**src/logic/dag_pkg.sv**
```systemverilog
// Constants and register map for the dual address generator
// What this block does
// Two separate generators, X and Y, each form an address in the same cycle.
// Y generator serves only word reads of multiply-accumulate instructions; all else uses X.
// Addressing kinds are exactly linear, circular and bit-reversed.
// Linear and circular addressing work for data and program space addresses.
// Bit reversal applies to data space only, never to program addresses.
// Start and end boundaries sit in 16-bit registers, one pair per generator (X and Y).
// Buffer length follows from end minus start, at most 32K words.
// Y circular addresses are word sized, address bit zero kept clear.
// Only power-of-two buffers check both boundaries; others wrap one direction.
// Mode control holds X and Y circular enables and three pointer selects.
package dag_pkg;
  localparam int DAG_AW = 16;
  localparam logic [7:0] DAG_OFS_MODE = 8'h46;
  localparam logic [7:0] DAG_OFS_XS = 8'h48;
  localparam logic [7:0] DAG_OFS_XE = 8'h4A;
  localparam logic [7:0] DAG_OFS_YS = 8'h4C;
  localparam logic [7:0] DAG_OFS_YE = 8'h4E;
  localparam logic [7:0] DAG_OFS_BR = 8'h50;
  localparam int DAG_BIT_XEN = 15;
  localparam int DAG_BIT_YEN = 14;
  localparam int DAG_POS_RSEL = 8;
  localparam int DAG_POS_YSEL = 4;
  localparam int DAG_POS_XSEL = 0;
  localparam int DAG_BIT_REN = 15;
  localparam logic [15:0] DAG_MODE_RST = 16'h0000;
  localparam logic [15:0] DAG_BND_RST = 16'h0000;
  localparam logic [15:0] DAG_BR_RST = 16'h0000;
  localparam logic [15:0] DAG_MAX_LEN_WORDS = 16'h8000;
  typedef enum logic [1:0] {DAG_LINEAR, DAG_CIRCULAR, DAG_REVERSE} dag_kind_e;
endpackage : dag_pkg

```
**src/logic/dag_top.sv**
```systemverilog
// Dual X/Y effective address generator with Wishbone register port
`timescale 1ns/1ps
module dag_top
  import dag_pkg::*;
(
  input wire logic core_clk,
  input wire logic rst_n,
  input wire logic [7:0] wb_adr_i,
  input wire logic [31:0] wb_dat_i,
  output logic [31:0] wb_dat_o,
  input wire logic [3:0] wb_sel_i,
  input wire logic wb_we_i,
  input wire logic wb_cyc_i,
  input wire logic wb_stb_i,
  output logic wb_ack_o,
  output logic wb_err_o,
  input wire logic x_req,
  input wire logic [3:0] x_reg,
  input wire logic [15:0] x_ptr,
  input wire logic signed [15:0] x_mod,
  input wire logic x_prog,
  input wire logic y_req,
  input wire logic y_mac_word_read,
  input wire logic [3:0] y_reg,
  input wire logic [15:0] y_ptr,
  input wire logic signed [15:0] y_mod,
  output logic x_valid,
  output logic [15:0] x_ea,
  output logic [15:0] x_next_ptr,
  output logic [1:0] x_kind,
  output logic y_valid,
  output logic [15:0] y_ea,
  output logic [15:0] y_next_ptr,
  output logic [1:0] y_kind,
  output logic y_refused
);
  logic [15:0] circular_mode_control;
  logic [15:0] x_circular_start;
  logic [15:0] x_circular_end;
  logic [15:0] y_circular_start;
  logic [15:0] y_circular_end;
  logic [15:0] bit_reverse_control;
  logic x_circular_enable;
  logic y_circular_enable;
  logic reverse_enable;
  logic [3:0] x_pointer_select;
  logic [3:0] y_pointer_select;
  logic [3:0] reverse_pointer_select;
  logic [14:0] reverse_modifier;
  logic bus_req;
  logic hit;
  logic [15:0] rd_word;

  assign x_circular_enable = circular_mode_control[DAG_BIT_XEN];
  assign y_circular_enable = circular_mode_control[DAG_BIT_YEN];
  assign reverse_pointer_select = circular_mode_control[DAG_POS_RSEL +: 4];
  assign y_pointer_select = circular_mode_control[DAG_POS_YSEL +: 4];
  assign x_pointer_select = circular_mode_control[DAG_POS_XSEL +: 4];
  assign reverse_enable = bit_reverse_control[DAG_BIT_REN];
  assign reverse_modifier = bit_reverse_control[14:0];

  // Circular step; start bit0 is forced low and end bit0 high, so length = end - start + 1 stays even
  function automatic logic [15:0] wrap(input logic [15:0] p, input logic signed [15:0] m,
                                       input logic [15:0] s, input logic [15:0] e);
    logic [15:0] n;
    logic [15:0] len;
    logic pow2;
    n = p + m;
    len = e - s + 16'h0001;
    pow2 = ((len & (len - 16'h0001)) == 16'h0000);
    wrap = n;
    if (m >= 0 && n > e && p <= e) begin
      wrap = n - len;
    end else if (m < 0 && n < s && p >= s && pow2) begin
      wrap = n + len;
    end
  endfunction : wrap

  // Reverse-carry add of the modifier, shifted left one bit, to the pointer
  function automatic logic [15:0] rev_add(input logic [15:0] p, input logic [14:0] m);
    logic [15:0] a;
    logic [15:0] b;
    logic [15:0] r;
    logic c;
    c = 1'b0;
    a = {<<{p}};
    b = {<<{m, 1'b0}};
    for (int i = 0; i < 16; i++) begin
      r[i] = a[i] ^ b[i] ^ c;
      c = (a[i] & b[i]) | (c & (a[i] ^ b[i]));
    end
    rev_add = {<<{r}};
  endfunction : rev_add

  logic x_circ;
  logic x_rev;
  logic y_ok;
  logic y_circ;
  logic [15:0] next_x_ptr;
  logic [15:0] next_y_ptr;

  assign x_circ = x_circular_enable && (x_reg == x_pointer_select);
  assign x_rev = reverse_enable && !x_prog && (x_reg == reverse_pointer_select);
  assign y_ok = y_req && y_mac_word_read;
  assign y_circ = y_circular_enable && (y_reg == y_pointer_select);

  always_comb begin
    if (x_rev) begin
      next_x_ptr = rev_add(x_ptr, reverse_modifier);
    end else if (x_circ) begin
      next_x_ptr = wrap(x_ptr, x_mod, x_circular_start, x_circular_end);
    end else begin
      next_x_ptr = x_ptr + x_mod;
    end
  end

  always_comb begin
    if (y_circ) begin
      next_y_ptr = wrap(y_ptr, y_mod, y_circular_start, y_circular_end) & 16'hFFFE;
    end else begin
      next_y_ptr = y_ptr + y_mod;
    end
  end

  // X generator, independent of Y
  always_ff @(posedge core_clk or negedge rst_n) begin
    if (!rst_n) begin
      x_valid <= 1'b0;
      x_ea <= 16'h0000;
      x_next_ptr <= 16'h0000;
      x_kind <= 2'h0;
    end else begin
      x_valid <= x_req;
      if (x_req) begin
        x_ea <= x_ptr;
        x_next_ptr <= next_x_ptr;
        x_kind <= x_rev ? DAG_REVERSE : (x_circ ? DAG_CIRCULAR : DAG_LINEAR);
      end
    end
  end

  // Y generator, same cycle as X
  always_ff @(posedge core_clk or negedge rst_n) begin
    if (!rst_n) begin
      y_valid <= 1'b0;
      y_ea <= 16'h0000;
      y_next_ptr <= 16'h0000;
      y_kind <= 2'h0;
      y_refused <= 1'b0;
    end else begin
      y_valid <= y_ok;
      y_refused <= y_req && !y_mac_word_read;
      if (y_ok) begin
        y_ea <= y_ptr & 16'hFFFE;
        y_next_ptr <= next_y_ptr;
        y_kind <= y_circ ? DAG_CIRCULAR : DAG_LINEAR;
      end
    end
  end

  // Wishbone slave: one wait state, ack drops after one cycle
  assign bus_req = wb_cyc_i && wb_stb_i && !wb_ack_o && !wb_err_o;
  assign hit = (wb_adr_i == DAG_OFS_MODE) || (wb_adr_i == DAG_OFS_XS) || (wb_adr_i == DAG_OFS_XE) ||
               (wb_adr_i == DAG_OFS_YS) || (wb_adr_i == DAG_OFS_YE) || (wb_adr_i == DAG_OFS_BR);

  always_comb begin
    case (wb_adr_i)
      DAG_OFS_MODE: rd_word = circular_mode_control;
      DAG_OFS_XS: rd_word = x_circular_start;
      DAG_OFS_XE: rd_word = x_circular_end;
      DAG_OFS_YS: rd_word = y_circular_start;
      DAG_OFS_YE: rd_word = y_circular_end;
      DAG_OFS_BR: rd_word = bit_reverse_control;
      default: rd_word = 16'h0000;
    endcase
  end

  always_ff @(posedge core_clk or negedge rst_n) begin
    if (!rst_n) begin
      wb_ack_o <= 1'b0;
      wb_err_o <= 1'b0;
      wb_dat_o <= 32'h00000000;
    end else begin
      wb_ack_o <= bus_req && hit;
      wb_err_o <= bus_req && !hit;
      wb_dat_o <= (bus_req && hit && !wb_we_i) ? {16'h0000, rd_word} : 32'h00000000;
    end
  end

  function automatic logic [15:0] merge(input logic [15:0] old, input logic [31:0] d, input logic [3:0] s);
    merge = {s[1] ? d[15:8] : old[15:8], s[0] ? d[7:0] : old[7:0]};
  endfunction : merge

  logic wr;
  assign wr = bus_req && hit && wb_we_i;

  always_ff @(posedge core_clk or negedge rst_n) begin
    if (!rst_n) begin
      circular_mode_control <= DAG_MODE_RST;
      x_circular_start <= DAG_BND_RST;
      x_circular_end <= DAG_BND_RST;
      y_circular_start <= DAG_BND_RST;
      y_circular_end <= DAG_BND_RST;
      bit_reverse_control <= DAG_BR_RST;
    end else if (wr) begin
      case (wb_adr_i)
        DAG_OFS_MODE: circular_mode_control <= merge(circular_mode_control, wb_dat_i, wb_sel_i) & 16'hCFFF;
        DAG_OFS_XS: x_circular_start <= merge(x_circular_start, wb_dat_i, wb_sel_i) & 16'hFFFE;
        DAG_OFS_XE: x_circular_end <= merge(x_circular_end, wb_dat_i, wb_sel_i) | 16'h0001;
        DAG_OFS_YS: y_circular_start <= merge(y_circular_start, wb_dat_i, wb_sel_i) & 16'hFFFE;
        DAG_OFS_YE: y_circular_end <= merge(y_circular_end, wb_dat_i, wb_sel_i) | 16'h0001;
        DAG_OFS_BR: bit_reverse_control <= merge(bit_reverse_control, wb_dat_i, wb_sel_i);
        default: bit_reverse_control <= bit_reverse_control;
      endcase
    end
  end
endmodule : dag_top

```
**config.mk**
```make
export PLATFORM = sky130hd
export DESIGN_NAME = dag_top
export DESIGN_NICKNAME = d
export VERILOG_FILES = /design/src/logic/dag_pkg.sv /design/src/logic/dag_top.sv
export SDC_FILE = /design/constraint.sdc
export NUM_CORES = 1
export LEC_CHECK = 0
export BUFFER_PORTS_ARGS = -buffer_cell sky130_fd_sc_hd__buf_2
export CORE_ASPECT_RATIO = 0.75
export CORE_MARGIN = 2
export CORE_UTILIZATION = 40
export CTS_CLUSTER_DIAMETER = 120
export DETAILED_ROUTE_END_ITERATION = 16
export PLACE_DENSITY = 0.58
export SYNTH_ARGS = -nofsm -noshare
export SYNTH_HDL_FRONTEND = slang
export SYNTH_SLANG_ARGS = --single-unit
```
**constraint.sdc**
```tcl
create_clock -name core_clk -period 6.3 [get_ports core_clk]
set_input_delay 1.575 -clock core_clk [delete_from_list [all_inputs] [get_ports core_clk]]
set_output_delay 1.575 -clock core_clk [all_outputs]
set_load 0.05 [all_outputs]
```
After elaboration in Yosys (flattened, before gate mapping)
Cells that the tools add are included.

storage, ports and cells
  bits in registers = 180
  output and inout port bits = 105
  word-level logic and storage cells = 196

cells by class
  add/sub/neg operators = 12
  $lt $le $gt $ge = 12
  eq/ne operators = 9
  multiplexer cells = 12
  bitwise operators = 75
  reduce and logical (&&, ||, !) cells = 50

operator list
  operator               number
  $mux 16                8
  $pmux 16 s6            1
  $add 16x16->16         4
  $sub 16x16->16         4
  $eq 8x7->1 const B     6
  $reduce_and 3->1       12
  $add 16x1->16 const B  2
  $and 16x16->16         2
  $ge 16x1->1 const B    2
  $ge 16x16->1           2
  $gt 16x16->1           2
  $le 16x16->1           2
  $logic_not 16->1       2
  $lt 16x1->1 const B    2
  $lt 16x16->1           2
  $sub 16x1->16 const B  2
  $xor 1x1->1            30
  $and 1x1->1            29
  $logic_and 1x1->1      23
  $or 1x1->1             14
  $eq 4x4->1             3
  $logic_not 1->1        6
  $logic_or 1x1->1       5
  $reduce_and 2->1       2
  2 further kinds        3

Logic depth before layout (Yosys ltp)
  depth in word-level cells = 31
  mapped depth = 25
  gate-level depth less buffers = 24

Least setup slack after synthesis
OpenSTA, ideal clock, no wires.

  kind = in2reg
  start point = in x_ptr[15]
  end point = reg x_next_ptr[0]
  library setup time = 0.126 ns
  arrival = 7.627 ns
  required time = 6.174 ns
  path slack = -1.453 ns
  stages = 18
  cell sequence = ha_1 > fa_1 > fa_1 > fa_1 > fa_1 > fa_1 > fa_1 > fa_1 > fa_1 > fa_1 > fa_1 > fa_1 > fa_1 > fa_1 > fa_1 > xor2_1 > and3_1 > a221o_1

on the way
  word-level cells in the longest chain between the ends = 31
  elaborated cells between the ends (all ways) = 44
  those cells by class = add/sub: 1; order compare: 4; mux: 4; bitwise: 30; reduce/logical: 5

ends and longest elaborated chain
  element                   line            RTL
  from (decl)               dag_top.sv:19   input wire logic [15:0] x_ptr,
  $and 1x1->1 (2 in a row)  dag_top.sv:90   c = (a[i] & b[i]) | (c & (a[i] ^ b[i]));
  $or 1x1->1                dag_top.sv:90
  $and 1x1->1               dag_top.sv:90
  $or 1x1->1                dag_top.sv:90
  $and 1x1->1               dag_top.sv:90
  $or 1x1->1                dag_top.sv:90
  $and 1x1->1               dag_top.sv:90
  $or 1x1->1                dag_top.sv:90
  (+14 left out)            n/a
  $and 1x1->1               dag_top.sv:90
  $or 1x1->1                dag_top.sv:90
  $and 1x1->1               dag_top.sv:90
  $or 1x1->1                dag_top.sv:90
  $and 1x1->1               dag_top.sv:90
  $or 1x1->1                dag_top.sv:90
  $xor 1x1->1               dag_top.sv:89   r[i] = a[i] ^ b[i] ^ c;
  $mux 16 *                 dag_top.sv:108  if (x_rev) begin
  to (signal assigned)      dag_top.sv:136  x_next_ptr <= next_x_ptr;
  to (decl)                 dag_top.sv:29   output logic [15:0] x_next_ptr,

Every way passes the cells marked *; elsewhere a longest branch is shown, timed or not.
A chain may end at the register's enable or synchronous reset.

Worst setup path after layout
Ends and elaborated chain as after synthesis.

==> flow_metrics.env <==
export IMPL_run_status="finished with violations"
export IMPL_violations="setup timing"
export IMPL_hp_class="reg2reg"
export IMPL_yosysSeqAreaShare=0.251
export IMPL_grt_max_degree=152
export IMPL_final_cell_mix="ha_1, buf_2, dfrtp_1, inv_1, a21oi_1"
export IMPL_synth_enable_flop_cells=0
export IMPL_pin_count=230
export IMPL_swShare=0.410
export IMPL_synth_ff_type="dfrtp_1"
export IMPL_clk_latency_ns=0.48
export IMPL_switchingPower_mw=1.64
export IMPL_end_kind="flip-flop"
export IMPL_drt_vias_per_instance=5.72
export IMPL_grt_overflow_total=0
export IMPL_pwr_share_seq=0.313
export IMPL_timing_fmax_mhz=141
export IMPL_grt_pass1_vias=15600
export IMPL_fin_nets=2699
export IMPL_required_ns=6.66
export IMPL_cts_hold_buf=0
export IMPL_async_flop_share=1.00
export IMPL_grt_pass1_wl_um=94000
export IMPL_worst_pin_slew_ns=1.11
export IMPL_firstDrtPassIters=8
export IMPL_start_util=0.408
export IMPL_total_power_mw=4.00
export IMPL_powerDensity_nw_per_um2=190
export IMPL_syn_area_per_cell_um2=8.96
export IMPL_synthXorXnorAreaFrac=0.0449
export IMPL_multi_input_area_um2=12600
export IMPL_antenna_left=0
export IMPL_syn_to_final_growth_pct=17.8
export IMPL_final_util=0.481
export IMPL_synthAdderAreaFrac=0.219
export IMPL_comb_power_share=0.411
export IMPL_die_h_um=187
export IMPL_cts_sinks=179
export IMPL_power_internal_mw=2.36
export IMPL_synthDistinctLibCells=98
export IMPL_cp_max_fo=2
export IMPL_root_buffer="clkbuf_16"
export IMPL_dp_hpwl_um=51500
export IMPL_skew_ns=0.0140
export IMPL_muxShareOfSynthArea=0.0654
export IMPL_layout_commonest_cell="ha_1"
export IMPL_die_x_um=248
export IMPL_globalplace_congestion=0.914
export IMPL_die_area_um2=46300
export IMPL_maxSlewHeadroom=0.256
export IMPL_finalSetupTns_ns=-1.86
export IMPL_tritoncts="yes"
export IMPL_core_um2=43700
export IMPL_synthSimpleGateAreaFrac=0.142
export IMPL_startpoint_type="input port"
export IMPL_synth_yosys_warnings=0
export IMPL_ys_seq_elements=179
export IMPL_clockBufferDepth=2
export IMPL_htreeDepth=4
export IMPL_irDropWorstVdd_mv=0.221
export IMPL_hold_path_depth=1
export IMPL_p_leak_nw=10.2
export IMPL_totalWireLength_um=62200
export IMPL_fin_crit_ns=7.12
export IMPL_synth_compound_area_frac=0.220
export IMPL_io_buffers=193
export IMPL_synth_area_um2=17800
export IMPL_slew_violations=0
export IMPL_final_layout_size_suffix_gt1_frac=0.233
export IMPL_worst_slack_ns=-0.817
export IMPL_reg2regPathDepth=18
export IMPL_num_fill_cells=4214
export IMPL_clkPwrFrac=0.276
export IMPL_track_usage=0.267
export IMPL_seqCellArea_um2=4480
export IMPL_drv_cap=0
export IMPL_grt_setup_unrepaired="true"
export IMPL_num_vias=16400
export IMPL_antenna_found_initial=2
export IMPL_setup_viol=3
export IMPL_cp_data_arrival_time_ns=7.48
export IMPL_clk_pin_slew_ns=0.08
export IMPL_synth_top_family_by_area="compound AO/OA/AOI/OAI gates"
export IMPL_row_count=66
export IMPL_fin_crit_sh=1.13
export IMPL_crit_type="in2reg"
export IMPL_wl_per_cell_um=21.7
export IMPL_cts_buffers=17
export IMPL_hold_viol=0
export IMPL_drt_iter0_markers=1566
export IMPL_postSynthCellCount=1991
export IMPL_remaining_drc_errors=0
==> kinds of logic after synthesis <==
logic type | Yosys count
buf+inv | 242
xor+xnor | 89
mux | 105
flops | 179
fa+ha+maj | 300
other cells | 1
simple gates | 508
compound gates | 567
==> timing repair <==
action / in CTS / in global routing
endpoints found under the setup margin: 3 / 31
resized for setup: 2 / 25
buffers inserted: 0 / 2
pin swaps: 1 / 12
==> stage by stage <==
step	setup WS [ns]	std cells	hold slack, ns	instance area, µm²
global placement	-1.28	2835	0.439	20300
detailed placement	-1.25	2835	0.451	20300
CTS	-0.744	2867	0.461	20900
floorplan	-0.833	2008	0.479	18000
finish	-0.817	2871	0.459	21000
global route	-0.852	2870	0.470	21000
==> worst max-delay path, cell delays in order <==
cell     delay, ns
buf_8         0.10
ha_4          0.15
fa_2          0.36
fa_2          0.35
fa_2          0.34
fa_2          0.35
fa_2          0.40
fa_2          0.39
fa_2          0.37
fa_2          0.37
fa_2          0.38
fa_2          0.36
fa_2          0.35
fa_2          0.35
fa_2          0.34
fa_2          0.34
xor2_1        0.16
and3_1        0.17
a221o_1       0.25
==> sequential cells by signal, indices dropped and copies added, names as in the netlist, 2 cells and up <==
name,cells
y_circular_start,15
x_circular_end,16
wb_dat_o,16
y_ea,15
y_next_ptr,16
x_kind,2
y_circular_end,16
circular_mode_control,14
bit_reverse_control,16
x_ea,16
x_circular_start,15
x_next_ptr,16
==> cell usage after synthesis (27+ instances only) <==
master	instances	share of area
nor3_1	42	0.012
nor2b_1	28	0.0098
ha_1	274	0.19
xnor2_1	53	0.026
o21ai_0	86	0.024
o211ai_1	27	0.011
xor2_1	34	0.017
a21oi_1	153	0.043
dfrtp_1	179	0.25
a21o_1	50	0.021
nor2_1	115	0.024
inv_1	165	0.035
nand3_1	29	0.0081
mux2_2	93	0.059
and3_1	27	0.0095
nand2_1	148	0.031
clkbuf_1	43	0.0090
==> final timing paths <==
check                                                     from                            end  slack (ns)
max                                                  x_ptr[15]      x_next_ptr[0]$_DFFE_PN0P_       -0.82
min reg2reg                                 wb_err_o$_DFF_PN0_             wb_err_o$_DFF_PN0_        0.46
max in group asynchronous                                rst_n  y_circular_end[0]$_DFFE_PN0P_        4.14
max reg2reg                bit_reverse_control[14]$_DFFE_PN0P_      x_next_ptr[0]$_DFFE_PN0P_       -0.11
min                                         wb_err_o$_DFF_PN0_             wb_err_o$_DFF_PN0_        0.46
min in group asynchronous                                rst_n     y_next_ptr[14]$_DFFE_PN0P_        0.99
==> power groups by stage <==
stage	Clock (mW)	Sequential [mW]	Combinational [mW]
floorplan	0	1.50	0.824
global placement	0	1.27	1.59
detailed placement	0	1.27	1.60
CTS	1.13	1.25	1.61
global route	1.17	1.26	1.79
finish	1.10	1.25	1.64
==> final cells by class <==
type | count | share of cell area
clock buffer | 18 | 0.0209
sequential | 179 | 0.213
antenna | 2 | 0.000238
inverter | 165 | 0.0295
clock inverter | 14 | 0.00697
tap | 578 | 0.0344
timing repair buffer | 328 | 0.0966
multi-input combinational | 1587 | 0.598
==> layer usage <==
| layer | GRT usage | part of all wire | vias up |
|---|---|---|---|
| li1 | - | - | 7857 |
| met1 | 0.435 | 0.53 | 7928 |
| met2 | 0.341 | 0.37 | 589 |
| met3 | 0.0651 | 0.088 | 57 |
| met4 | 0.0571 | 0.015 | 0 |
| met5 | 0 | 0 | - |
Note: power is estimated with default switching activity, not from simulation.
